--- config.mk ---
export PLATFORM = sky130hd
export DESIGN_NAME = mmc_config_regs
export DESIGN_NICKNAME = d
export VERILOG_FILES = /design/src/hdl/mmc_pkg.sv /design/src/hdl/mmc_battery_ctl.sv /design/src/hdl/mmc_config_regs.sv
export SDC_FILE = /design/constraint.sdc
export NUM_CORES = 1
export LEC_CHECK = 0
export ABC_CLOCK_PERIOD_IN_PS = 2600
export BUFFER_PORTS_ARGS = -buffer_cell sky130_fd_sc_hd__buf_4
export CAP_MARGIN = 20
export CORE_MARGIN = 2
export CORE_UTILIZATION = 43
export CTS_CLUSTER_DIAMETER = 80
export DETAILED_ROUTE_END_ITERATION = 8
export PLACE_DENSITY = 0.87
export SYNTH_ARGS = -nofsm -noshare
export SYNTH_HDL_FRONTEND = slang
export SYNTH_HIERARCHICAL = 1
export SYNTH_SLANG_ARGS = --single-unit
export TNS_END_PERCENT = 1
--- constraint.sdc ---
create_clock -name i_mclk -period 2.6 [get_ports i_mclk]
set_input_delay 0.52 -clock i_mclk [delete_from_list [all_inputs] [get_ports i_mclk]]
set_output_delay 0.52 -clock i_mclk [all_outputs]
set_load 0.1 [all_outputs]
--- src/hdl/mmc_pkg.sv ---
// Package: register map, field positions, reset values and carrier types of the memory config block
package mmc_pkg;

   // ==========================================================
   // Register offsets (byte offsets from node / broadcast base)
   // ==========================================================
   localparam logic [19:0] OFF_INTERLEAVE_CONTROL   = 20'h01840;
   localparam logic [19:0] OFF_ARRAY_CONFIGURATION  = 20'h01880;
   localparam logic [19:0] OFF_SEGMENT_FAILURES     = 20'h018C0;

   // ==========================================================
   // interleave_control fields
   // ==========================================================
   localparam int          MIC_ENABLE_BIT           = 31;
   localparam int          MIC_FACTOR_LSB           = 0;
   localparam int          MIC_FACTOR_W             = 3;
   localparam logic [2:0]  MIC_FACTOR_MAX           = 3'h4;
   localparam logic [31:0] MIC_RESET                = 32'h00000000;

   // ==========================================================
   // array_configuration fields
   // ==========================================================
   localparam int          CFG_BATTERY_OK_BIT       = 31;
   localparam int          CFG_BATTERY_DISCONNECT   = 30;
   localparam int          CFG_BATTERY_RECONNECT    = 29;
   localparam int          CFG_BATTERY_IS_DISC      = 28;
   localparam int          CFG_OPTION_BIT           = 9;
   localparam int          CFG_SHARED_BIT           = 8;
   localparam int          CFG_DEFAULT_BIT          = 6;
   localparam int          CFG_RATE_LSB             = 4;
   localparam int          CFG_STRINGS_LSB          = 2;
   localparam int          CFG_DRAM_TYPE_BIT        = 0;
   localparam logic [1:0]  RATE_RESET               = 2'h0;

   // Refresh counter values per timing-rate code
   localparam logic [10:0] REFRESH_RATE_00          = 11'h550; // 1360
   localparam logic [10:0] REFRESH_RATE_10          = 11'h440; // 1088
   localparam logic [10:0] REFRESH_RATE_11          = 11'h3F0; // 1008
   localparam logic [10:0] REFRESH_RESERVED         = 11'h000;

   // ==========================================================
   // Segment failure register
   // ==========================================================
   localparam int          SEG_COUNT                = 32;
   localparam int          SEG_ADDR_SHIFT           = 26;   // 64 Mbytes per segment
   localparam logic [31:0] SEG_RESET                = 32'h00000000;

   // ==========================================================
   // Carrier types
   // ==========================================================
   typedef struct packed {
      logic        valid;     // Access strobe, one cycle
      logic        write;     // 1 write, 0 read
      logic        broadcast; // Address decoded in broadcast space
      logic [19:0] offset;
      logic [31:0] wdata;
   } mmc_csr_req_t;

   typedef struct packed {
      logic        valid;     // One cycle after request
      logic        hit;       // Offset mapped
      logic [31:0] rdata;
   } mmc_csr_rsp_t;

   typedef struct packed {
      logic        valid;     // One-cycle mismatch report
      logic [30:0] addr;      // Byte address within module (2 Gbyte span)
   } mmc_mismatch_t;

endpackage : mmc_pkg

--- src/hdl/mmc_battery_ctl.sv ---
// Battery disconnect sequencer for the nonvolatile SRAM option
`timescale 1ns/1ps

module mmc_battery_ctl (
   input  wire logic i_mclk,
   input  wire logic i_rst_n,
   input  wire logic i_cfg_write,   // One-cycle write to array_configuration
   input  wire logic i_disc_bit,    // Written value of the disconnect bit
   input  wire logic i_reconn_bit,  // Written value of the reconnect bit
   output logic      o_disconnected,
   output logic      o_battery_ctl
);

   typedef enum logic [1:0] {MMC_BAT_ON, MMC_BAT_ARMED, MMC_BAT_OFF} mmc_bat_state_t;

   typedef struct packed {
      mmc_bat_state_t st;
      logic           ctl;
   } mmc_bat_t;

   mmc_bat_t bat_reg;
   mmc_bat_t bat_next;

   // ==========================================================
   // Next state: two successive writes with disconnect set
   // ==========================================================
   always_comb begin
      bat_next = bat_reg;
      if (i_cfg_write) begin
         if (i_reconn_bit) begin
            bat_next.st = MMC_BAT_ON;
         end else begin
            unique case (bat_reg.st)
               MMC_BAT_ON:    bat_next.st = i_disc_bit ? MMC_BAT_ARMED : MMC_BAT_ON;
               // A clear write in between cancels the pending disconnect
               MMC_BAT_ARMED: bat_next.st = i_disc_bit ? MMC_BAT_OFF : MMC_BAT_ON;
               MMC_BAT_OFF:   bat_next.st = MMC_BAT_OFF;
            endcase
         end
      end
      bat_next.ctl = (bat_next.st != MMC_BAT_OFF);
   end

   // Reset forces the battery connected and the control pin high
   always_ff @(posedge i_mclk) begin
      if (!i_rst_n) begin
         bat_reg.st  <= MMC_BAT_ON;
         bat_reg.ctl <= 1'b1;
      end else begin
         bat_reg <= bat_next;
      end
   end

   assign o_disconnected = (bat_reg.st == MMC_BAT_OFF);
   assign o_battery_ctl  = bat_reg.ctl;

endmodule // mmc_battery_ctl

--- src/hdl/mmc_config_regs.sv ---
// Memory module configuration and status register bank
//
// Contract
// - Memory-space response only while enable bit set
// - Decode interleave field; codes 5-7 reserved
// - Configuration writes accepted at broadcast address too
// - Bit 31 reports battery health, read-only
// - Two successive disconnect writes disconnect battery
// - Battery pin low when disconnected, high at reset
// - Reconnect bit restores a disconnected battery
// - Disconnected status set, cleared by reset/reconnect
// - Bit 9 array type; SRAM inhibits refresh, self-test
// - SRAM plus shared bit asserts bus shared line
// - Default bit set at reset, cleared by rate write
// - Timing-rate code selects refresh counter value
// - Bits 3:2 report installed string count
// - Mismatch sets segment bit; write one clears
// - Segment n spans 64 Mbytes starting at n times 64 Mbytes
// - Continue strobe in pause mode clears segments
// - Self-test addresses as sole module, no interleave
// - Continue strobe honoured only in pause mode
`timescale 1ns/1ps

module mmc_config_regs (
   input  wire logic                  i_mclk,
   input  wire logic                  i_rst_n,
   // CSR access from the system bus interface
   input  wire mmc_pkg::mmc_csr_req_t i_csr_req,
   output mmc_pkg::mmc_csr_rsp_t      o_csr_rsp,
   // Memory-space transaction targeting this module
   input  wire logic                  i_mem_access,
   // Straps and sensors (asynchronous, synchronised here)
   input  wire logic                  i_battery_ok,
   input  wire logic                  i_option_dram,
   input  wire logic [1:0]            i_string_count,
   input  wire logic                  i_dram_type,
   // Self-test engine
   input  wire logic                  i_selftest_active,
   input  wire logic                  i_pause_on_error_mode,
   input  wire logic                  i_pause_on_error_continue,
   input  wire mmc_pkg::mmc_mismatch_t i_mismatch,
   // Memory control outputs
   output logic                       o_mem_respond,
   output logic [2:0]                 o_interleave_factor,
   output logic                       o_interleave_reserved,
   output logic                       o_selftest_sole_module,
   output logic [10:0]                o_refresh_count,
   output logic                       o_refresh_enable,
   output logic                       o_selftest_enable,
   output logic                       o_bus_shared_line,
   output logic                       o_battery_ctl
);

   // ==========================================================
   // State
   // ==========================================================
   typedef struct packed {
      logic        enable;
      logic [2:0]  factor;
      logic        shared;
      logic        dflt;
      logic [1:0]  rate;
      logic [31:0] seg_fail;
      logic [1:0]  bat_ok_s;
      logic [1:0]  opt_s;
      logic [3:0]  str_s;
      logic [1:0]  dtype_s;
      mmc_pkg::mmc_csr_rsp_t rsp;
      logic        respond;
      logic        ilv_rsvd;
      logic        shared_out;
      logic [10:0] refresh;
   } mmc_state_t;

   mmc_state_t st_reg;
   mmc_state_t st_next;

   logic       bat_disc;
   logic       bat_ctl;
   logic       cfg_wr;
   logic       hit_ilv;
   logic       hit_cfg;
   logic       hit_seg;
   logic       node_rd;
   logic       node_wr;
   logic       sram;
   logic [4:0] seg_idx;
   logic [31:0] seg_set;
   logic [31:0] seg_clr;

   // ==========================================================
   // Address decode
   // ==========================================================
   // Broadcast space holds only the configuration register, and is write-only
   assign node_rd = i_csr_req.valid & ~i_csr_req.write & ~i_csr_req.broadcast;
   assign node_wr = i_csr_req.valid &  i_csr_req.write & ~i_csr_req.broadcast;
   assign hit_ilv = (i_csr_req.offset == mmc_pkg::OFF_INTERLEAVE_CONTROL);
   assign hit_cfg = (i_csr_req.offset == mmc_pkg::OFF_ARRAY_CONFIGURATION);
   assign hit_seg = (i_csr_req.offset == mmc_pkg::OFF_SEGMENT_FAILURES);
   assign cfg_wr  = i_csr_req.valid & i_csr_req.write & hit_cfg;
   assign sram    = ~st_reg.opt_s[1];

   // Segment index from the address, fixed to the 2 Gbyte maximum map
   assign seg_idx = i_mismatch.addr[30:mmc_pkg::SEG_ADDR_SHIFT];

   // ==========================================================
   // Per-segment set and clear terms
   // ==========================================================
   genvar g;
   generate
      for (g = 0; g < mmc_pkg::SEG_COUNT; g++) begin : g_seg
         // Mismatches only count while self-test is allowed to run
         assign seg_set[g] = i_mismatch.valid & ~sram & (seg_idx == 5'(g));
         assign seg_clr[g] = node_wr & hit_seg & i_csr_req.wdata[g];
      end
   endgenerate

   // ==========================================================
   // Battery sequencer
   // ==========================================================
   mmc_battery_ctl u_battery (
      .i_mclk         (i_mclk),
      .i_rst_n        (i_rst_n),
      .i_cfg_write    (cfg_wr),
      .i_disc_bit     (i_csr_req.wdata[mmc_pkg::CFG_BATTERY_DISCONNECT]),
      .i_reconn_bit   (i_csr_req.wdata[mmc_pkg::CFG_BATTERY_RECONNECT]),
      .o_disconnected (bat_disc),
      .o_battery_ctl  (bat_ctl)
   );

   // ==========================================================
   // Next state
   // ==========================================================
   always_comb begin
      st_next = st_reg;

      // Two-flop synchronisers on straps and battery sensor
      st_next.bat_ok_s = {st_reg.bat_ok_s[0], i_battery_ok};
      st_next.opt_s    = {st_reg.opt_s[0], i_option_dram};
      st_next.str_s    = {st_reg.str_s[1:0], i_string_count};
      st_next.dtype_s  = {st_reg.dtype_s[0], i_dram_type};

      // Interleave register writes; reserved bits dropped
      if (node_wr && hit_ilv) begin
         st_next.enable = i_csr_req.wdata[mmc_pkg::MIC_ENABLE_BIT];
         st_next.factor = i_csr_req.wdata[mmc_pkg::MIC_FACTOR_LSB +: mmc_pkg::MIC_FACTOR_W];
      end

      // Configuration writes, from node or broadcast space
      if (cfg_wr) begin
         st_next.shared = i_csr_req.wdata[mmc_pkg::CFG_SHARED_BIT];
         st_next.rate   = i_csr_req.wdata[mmc_pkg::CFG_RATE_LSB +: 2];
         st_next.dflt   = 1'b0;
      end

      // Set wins over a same-cycle write-one or continue clear; continue clears all other bits
      if (i_pause_on_error_continue && i_pause_on_error_mode && i_selftest_active) begin
         st_next.seg_fail = seg_set;
      end else begin
         st_next.seg_fail = (st_reg.seg_fail & ~seg_clr) | seg_set;
      end

      // Read mux; unmapped offsets answer zero with hit low
      st_next.rsp = '0;
      if (i_csr_req.valid) begin
         st_next.rsp.valid = 1'b1;
         st_next.rsp.hit   = hit_ilv | hit_cfg | hit_seg;
      end
      if (node_rd) begin
         if (hit_ilv) begin
            st_next.rsp.rdata[mmc_pkg::MIC_ENABLE_BIT] = st_reg.enable;
            st_next.rsp.rdata[2:0] = st_reg.factor;
         end
         if (hit_cfg) begin
            st_next.rsp.rdata[mmc_pkg::CFG_BATTERY_OK_BIT]  = st_reg.bat_ok_s[1];
            st_next.rsp.rdata[mmc_pkg::CFG_BATTERY_IS_DISC] = bat_disc;
            st_next.rsp.rdata[mmc_pkg::CFG_OPTION_BIT]      = st_reg.opt_s[1];
            st_next.rsp.rdata[mmc_pkg::CFG_SHARED_BIT]      = st_reg.shared;
            st_next.rsp.rdata[mmc_pkg::CFG_DEFAULT_BIT]     = st_reg.dflt;
            st_next.rsp.rdata[mmc_pkg::CFG_RATE_LSB +: 2]   = st_reg.rate;
            st_next.rsp.rdata[mmc_pkg::CFG_STRINGS_LSB +: 2] = st_reg.str_s[3:2];
            st_next.rsp.rdata[mmc_pkg::CFG_DRAM_TYPE_BIT]   = st_reg.dtype_s[1];
         end
         if (hit_seg) begin
            st_next.rsp.rdata = st_reg.seg_fail;
         end
      end

      // Memory-space gating and interleave decode
      st_next.respond  = st_next.enable;
      st_next.ilv_rsvd = (st_next.factor > mmc_pkg::MIC_FACTOR_MAX);
      st_next.shared_out = i_mem_access & st_reg.enable & st_reg.shared & sram;

      // Refresh counter value from the timing-rate code
      unique case (st_next.rate)
         2'h0:    st_next.refresh = mmc_pkg::REFRESH_RATE_00;
         2'h2:    st_next.refresh = mmc_pkg::REFRESH_RATE_10;
         2'h3:    st_next.refresh = mmc_pkg::REFRESH_RATE_11;
         default: st_next.refresh = mmc_pkg::REFRESH_RESERVED;
      endcase
   end

   // ==========================================================
   // Register update
   // ==========================================================
   always_ff @(posedge i_mclk) begin
      if (!i_rst_n) begin
         st_reg          <= '0;
         st_reg.dflt     <= 1'b1;
         st_reg.rate     <= mmc_pkg::RATE_RESET;
         st_reg.seg_fail <= mmc_pkg::SEG_RESET;
         st_reg.refresh  <= mmc_pkg::REFRESH_RATE_00;
      end else begin
         st_reg <= st_next;
      end
   end

   // ==========================================================
   // Outputs, all from flip-flops except the constant sole-module flag
   // ==========================================================
   assign o_csr_rsp              = st_reg.rsp;
   assign o_mem_respond          = st_reg.respond;
   assign o_interleave_factor    = st_reg.factor;
   assign o_interleave_reserved  = st_reg.ilv_rsvd;
   assign o_selftest_sole_module = 1'b1;    // Self-test never interleaves
   assign o_refresh_count        = st_reg.refresh;
   // SRAM arrays must not be refreshed or tested
   assign o_refresh_enable       = st_reg.opt_s[1];
   assign o_selftest_enable      = st_reg.opt_s[1];
   assign o_bus_shared_line      = st_reg.shared_out;
   assign o_battery_ctl          = bat_ctl;

endmodule // mmc_config_regs

* Word level (Yosys, flattened, before mapping) *
Index checks and enable logic that the tools add are counted.

storage, ports and cells
  register bits after elaboration = 100
  input bits = 98
  output and inout bits = 55
  logic and storage cells = 168

cells by class
  magnitude comparators = 1
  eq/ne operators = 39
  multiplexer cells = 18
  bitwise logic cells = 82
  reduce and logical (&&, ||, !) cells = 9

operators by type and width
  kind                                                               count
  5-bit == test, second input constant                               16
  1-bit bitwise AND                                                  74
  32-bit 2-to-1 mux                                                  2
  20-bit by 13-bit == test with 1-bit output, second input constant  3
  5-bit by 4-bit == test with 1-bit output, second input constant    8
  11-bit case mux with 3 select lines                                1
  32-bit bitwise AND                                                 1
  32-bit NOT                                                         1
  32-bit bitwise OR                                                  1
  5-bit by 3-bit == test with 1-bit output, second input constant    4
  2-bit 2-to-1 mux                                                   6
  5-bit by 2-bit == test with 1-bit output, second input constant    2
  2-bit == test, second input constant                               3
  3-bit 2-to-1 mux                                                   2
  2-bit case mux with 3 select lines                                 1
  5-bit by 1-bit == test with 1-bit output, second input constant    1
  5-bit zero test                                                    1
  1-bit 2-to-1 mux                                                   5
  5-bit 2-to-1 mux                                                   1
  2-bit zero test                                                    2
  2-bit AND reduction                                                2
  3-bit > comparator, second input constant                          1
  1-bit logical AND                                                  3
  1-bit NOT                                                          3
  other kinds (4)                                                    5

* Logic depth before layout (Yosys ltp) *
  depth in word-level cells = 8
  gate-level depth with buffers = 8
  mapped depth without buffers = 7

* By module *
Netlist, hierarchy kept.

modules (own cells, without submodules)
  module           instances  cells an instance  area each (sq um)  seq. area each (sq um)
  mmc_config_regs  1          367                3623.5             1801.7
  mmc_battery_ctl  1          15                 151.4              60.1

* Least setup slack after synthesis *
No wires, ideal clock.

  kind = input to register
  start = input port i_csr_req[47] (netlist name)
  end = register st_reg (netlist bit o_refresh_count[8])
  setup time = 0.125 ns
  data arrival time = 2.548 ns
  required time = 2.475 ns
  setup slack = -0.073 ns
  cell stages on the path = 8
  path buffers = 2
  path through = or4_1 -> nor4_1 -> buf_2 -> buf_1 -> nand3_1 -> and2_1 -> ha_1 -> nand2b_1

between the ends
  word-level cells in the longest chain between the ends = 5
  elaborated cells between the ends (all ways) = 7
  those cells by class = eq/ne (3); mux (2); bitwise (1); reduce/logical (1)

RTL lines
  what                                              line                    text
  start: declaration                                mmc_config_regs.sv:28   input wire mmc_pkg::mmc_csr_req_t i_csr_req,
  20-bit by 13-bit == test with 1-bit output *      mmc_config_regs.sv:98   assign hit_cfg = (i_csr_req.offset == mmc_pkg::OFF_ARRAY_CONFIGURATION);
  1-bit bitwise AND *                               mmc_config_regs.sv:100  assign cfg_wr = i_csr_req.valid & i_csr_req.write & hit_cfg;
  2-bit 2-to-1 mux *                                mmc_config_regs.sv:150  if (cfg_wr) begin
  2-bit == test or 2-bit zero test (tied branches)  mmc_config_regs.sv:195  unique case (st_next.rate)
  11-bit case mux with 3 select lines *             mmc_config_regs.sv:195
  end signal: assignment                            mmc_config_regs.sv:214  st_reg <= st_next;
  end: declaration                                  mmc_config_regs.sv:75   mmc_state_t st_reg;

Mark *: on every way between the ends. The rest lies on a longest branch, timed or not.
A chain may end at the register's enable or synchronous reset.

* Worst setup path in the final report *
  start = input port i_csr_req[40] (netlist name)
  end = register u_battery.bat_reg (netlist bit u_battery/o_battery_ctl)

between the ends
  word-level cells in the longest chain between the ends = 4

RTL lines
  what                                        line                    text
  20-bit by 13-bit == test with 1-bit output  mmc_config_regs.sv:98
  1-bit bitwise AND                           mmc_config_regs.sv:100
  via cfg_wr                                  mmc_config_regs.sv:80   logic cfg_wr;
  2-bit 2-to-1 mux                            mmc_battery_ctl.sv:29   if (i_cfg_write) begin
  2-bit != test                               mmc_battery_ctl.sv:41   bat_next.ctl = (bat_next.st != MMC_BAT_OFF);
  end signal: assignment                      mmc_battery_ctl.sv:50   bat_reg <= bat_next;
  end: declaration                            mmc_battery_ctl.sv:21   mmc_bat_t bat_reg;

The timed path passes the listed nets, and every way through them passes these cells.

==> flow_summary.json <==
{
  "cts_resized": 0,
  "cp.arrival_ns": 2.73,
  "clkPwrFrac_pct": 39.7,
  "dp.cells": 567,
  "io_buffer_count": 121,
  "synth.area.top_cells": "dfxtp_1, buf_4, a32o_1",
  "switching_share_pct": 22.5,
  "seq_area_frac_synth_pct": 49.3,
  "min_from": "i_option_dram",
  "hold_end": "st_next[55]",
  "rows": 34,
  "reg2reg_from": "o_refresh_enable",
  "drv_cap": 0,
  "finalCritPeriodShare_pct": 95.9,
  "cp_slowest_cell": "or4b_4",
  "synth-edff-count": 0,
  "critPathBufInv": 5,
  "synthFlopType": "dfxtp_1",
  "track_usage_pct": 19.5,
  "p_seq_share_pct": 52.4,
  "syn_avg_cell_area_um2": 9.88,
  "outcome": "completed",
  "cts-root-buf": "clkbuf_8",
  "postCtsHoldBufs": 0,
  "wl_per_cell_um": 15.6,
  "via_per_inst": 5.24,
  "grt_max_degree": 33,
  "vias": 3057,
  "reg2reg_to": "st_reg[58]",
  "clkLatencyLatePin_ns": 0.35,
  "critPathKind": "input pin to flip-flop",
  "fin_crit_ns": 2.49,
  "stdcell_area_um2": 4810,
  "post_dp_cell_area_um2": 4580,
  "crit_fanout": 4,
  "rrSetupSlack_ns": 1.12,
  "yosysTopAreaCell": "dfxtp_1",
  "power_density_nw_per_um2": 569,
  "synth_cell_types": 43,
  "async_reset_ff_share_pct": 0,
  "drive_above_1_share_pct": 36.0,
  "die_h_um": 97.7,
  "ys_ff_latch": 93,
  "hold_ws_ns": 0.373,
  "fin_skew_ns": 0.00800,
  "r2r_cells": 3,
  "die-area_um2": 9540,
  "worst_pin_slew_ns": 0.632,
  "dp_slack_ns": -0.235,
  "antenna_found_initial": 0,
  "route.detailed.drc": 0,
  "setup_viol": 0,
  "dp_hpwl_mm": 6.82,
  "ios": 153,
  "initial_utilization_pct": 43.7,
  "clk_pin_slew_ns": 0.09,
  "die_x_um": 97.7,
  "synthCells": 382,
  "antenna_cells": 0,
  "instances_no_fill": 583,
  "power.internal_uw": 2120,
  "worst_setup_path_start_kind": "input pin",
  "grt_pass1_vias": 3081,
  "fin_ws_ns": 0.107,
  "htree_levels": 3,
  "drt_first_pass_iters": 4,
  "fmax_mhz": 401,
  "numCtsBuffers": 9,
  "multi_input_area_um2": 1470,
  "crit_path_frequent_cell": "buf_4",
  "max_slew_margin_pct": 57.6,
  "largest_register_ffs": 40,
  "place_congestion": 0.897,
  "ys_warn_count": 6,
  "cts_setup_buffers": 0,
  "cts_tree": "yes",
  "core_area_um2": 8640,
  "finalMaxSlewViolations": 0,
  "crit_path_end_kind": "flip-flop",
  "min_path_cells": 2,
  "synthToLayoutAreaGrowth_pct": 27.4,
  "required_ns": 2.83,
  "p_leak_uw": 0.00199,
  "final_antenna_net_count": 0,
  "cts_sinks": 93,
  "hold_class": "input pin to flip-flop",
  "rsz0062_at_grt": "no",
  "grt-ovfl-total": 0,
  "wl_mm": 9.10,
  "cp_cell_sequence": "buf_4 > or4b_4 > buf_4 > nor4_2 > buf_4 > nand2_1 > buf_4 > inv_1 > nand2_1 > o41ai_2 > nand2_1",
  "hold_viol_final": 0,
  "syn_area_um2": 3770,
  "first_iter_violations": 171,
  "vdd_drop_max_mv": 0.330,
  "synth.top_cell.area_share_pct": 49.3,
  "p_sw_uw": 615,
  "pwr-share-comb_pct": 7.9,
  "cp_slowest_stage_delay_ns": 0.54,
  "path_delay_family": "simple AND/OR/NAND/NOR gates",
  "grt_pass1_wl_mm": 14.8,
  "seq_area_um2": 1860,
  "cts_buffer_depth": 2,
  "finalNetCount": 572,
  "fillers": 762
}
-- metal layers --
layer	global-route usage, %	part of all wire, %	vias to the layer above
li1	-	-	1477
met1	23.9	40	1427
met2	32.3	50	136
met3	4.82	7.5	17
met4	9.29	2.1	0
met5	0	0	-
-- through the flow --
step / TNS [ns] / total power [µW] / util [%]
CTS: 0 / 2760 / 55.7
detailed placement: -5.27 / 1680 / 53.0
floorplan: 0 / 1570 / -
global placement: -4.26 / 1680 / 53.0
global route: 0 / 2840 / 55.7
finish: 0 / 2740 / 55.7
-- Yosys cell counts (3+ instances only) --
cell / instances
a21oi_1: 6
a22oi_1: 7
a32o_1: 32
and2_1: 34
buf_1: 4
buf_4: 50
clkbuf_1: 13
dfxtp_1: 93
ha_1: 4
inv_1: 5
mux2i_1: 7
nand2_1: 17
nand2b_1: 3
nand3_1: 39
nand3b_1: 3
nor2_1: 21
nor3_1: 8
nor4_1: 4
-- layout by cell type, fill, tap and decap left out, types with 4 or more instances in the layout --
master      n
a21oi_1     6
a22oi_1     7
a32o_1     32
and2_1     34
buf_4     142
clkbuf_8   11
conb_1      5
dfxtp_1    93
ha_1        4
inv_1       5
mux2i_1     7
nand2_1    17
nand3_1    39
nor2_1     21
nor3_1      7
-- worst register-to-register path, stage by stage, from the launching register on --
cell      delay, ns
dfxtp_1        0.50
nand3b_1       0.19
nor3_1         0.53
a32o_1         0.20
-- power by group through the flow --
stage,Combinational [µW],Sequential (µW),Clock (µW)
floorplan,99.3,1470,0
global placement,211,1470,0
detailed placement,214,1470,0
CTS,215,1440,1110
global route,231,1440,1170
finish,215,1440,1090
-- cell families (layout without fill, tap and decap cells) --
logic type	Yosys count	in the layout	synth area share, %
simple gates	146	146	21.5
other cells	2	5	0.199
flops	93	93	49.3
mux	9	9	2.45
fa+ha+maj	4	4	1.33
buf+inv	74	164	12.6
compound gates	54	54	12.6
-- final cells by class --
cell class,count,share of cell area (%)
multi-input combinational,218,30.6
tap,108,2.81
clock inverter,5,1.72
timing repair buffer,143,22.6
clock buffer,11,3.15
sequential,93,38.7
inverter,5,0.390
-- worst max path at each step --
stage                     depth (start not counted)           from                 endpoint  slack [ns]
final                                            11  i_csr_req[40]  u_battery/o_battery_ctl        0.11
after global routing                             11  i_csr_req[47]  u_battery/o_battery_ctl        0.04
after CTS                                        11  i_csr_req[47]  u_battery/o_battery_ctl        0.14
after detailed placement                         11  i_csr_req[40]  u_battery/o_battery_ctl       -0.24
after global placement                           11  i_csr_req[47]  u_battery/o_battery_ctl       -0.17
after floorplan                                   7  i_csr_req[47]       o_refresh_count[8]        0.03
Power figures use the tool's default switching activity.
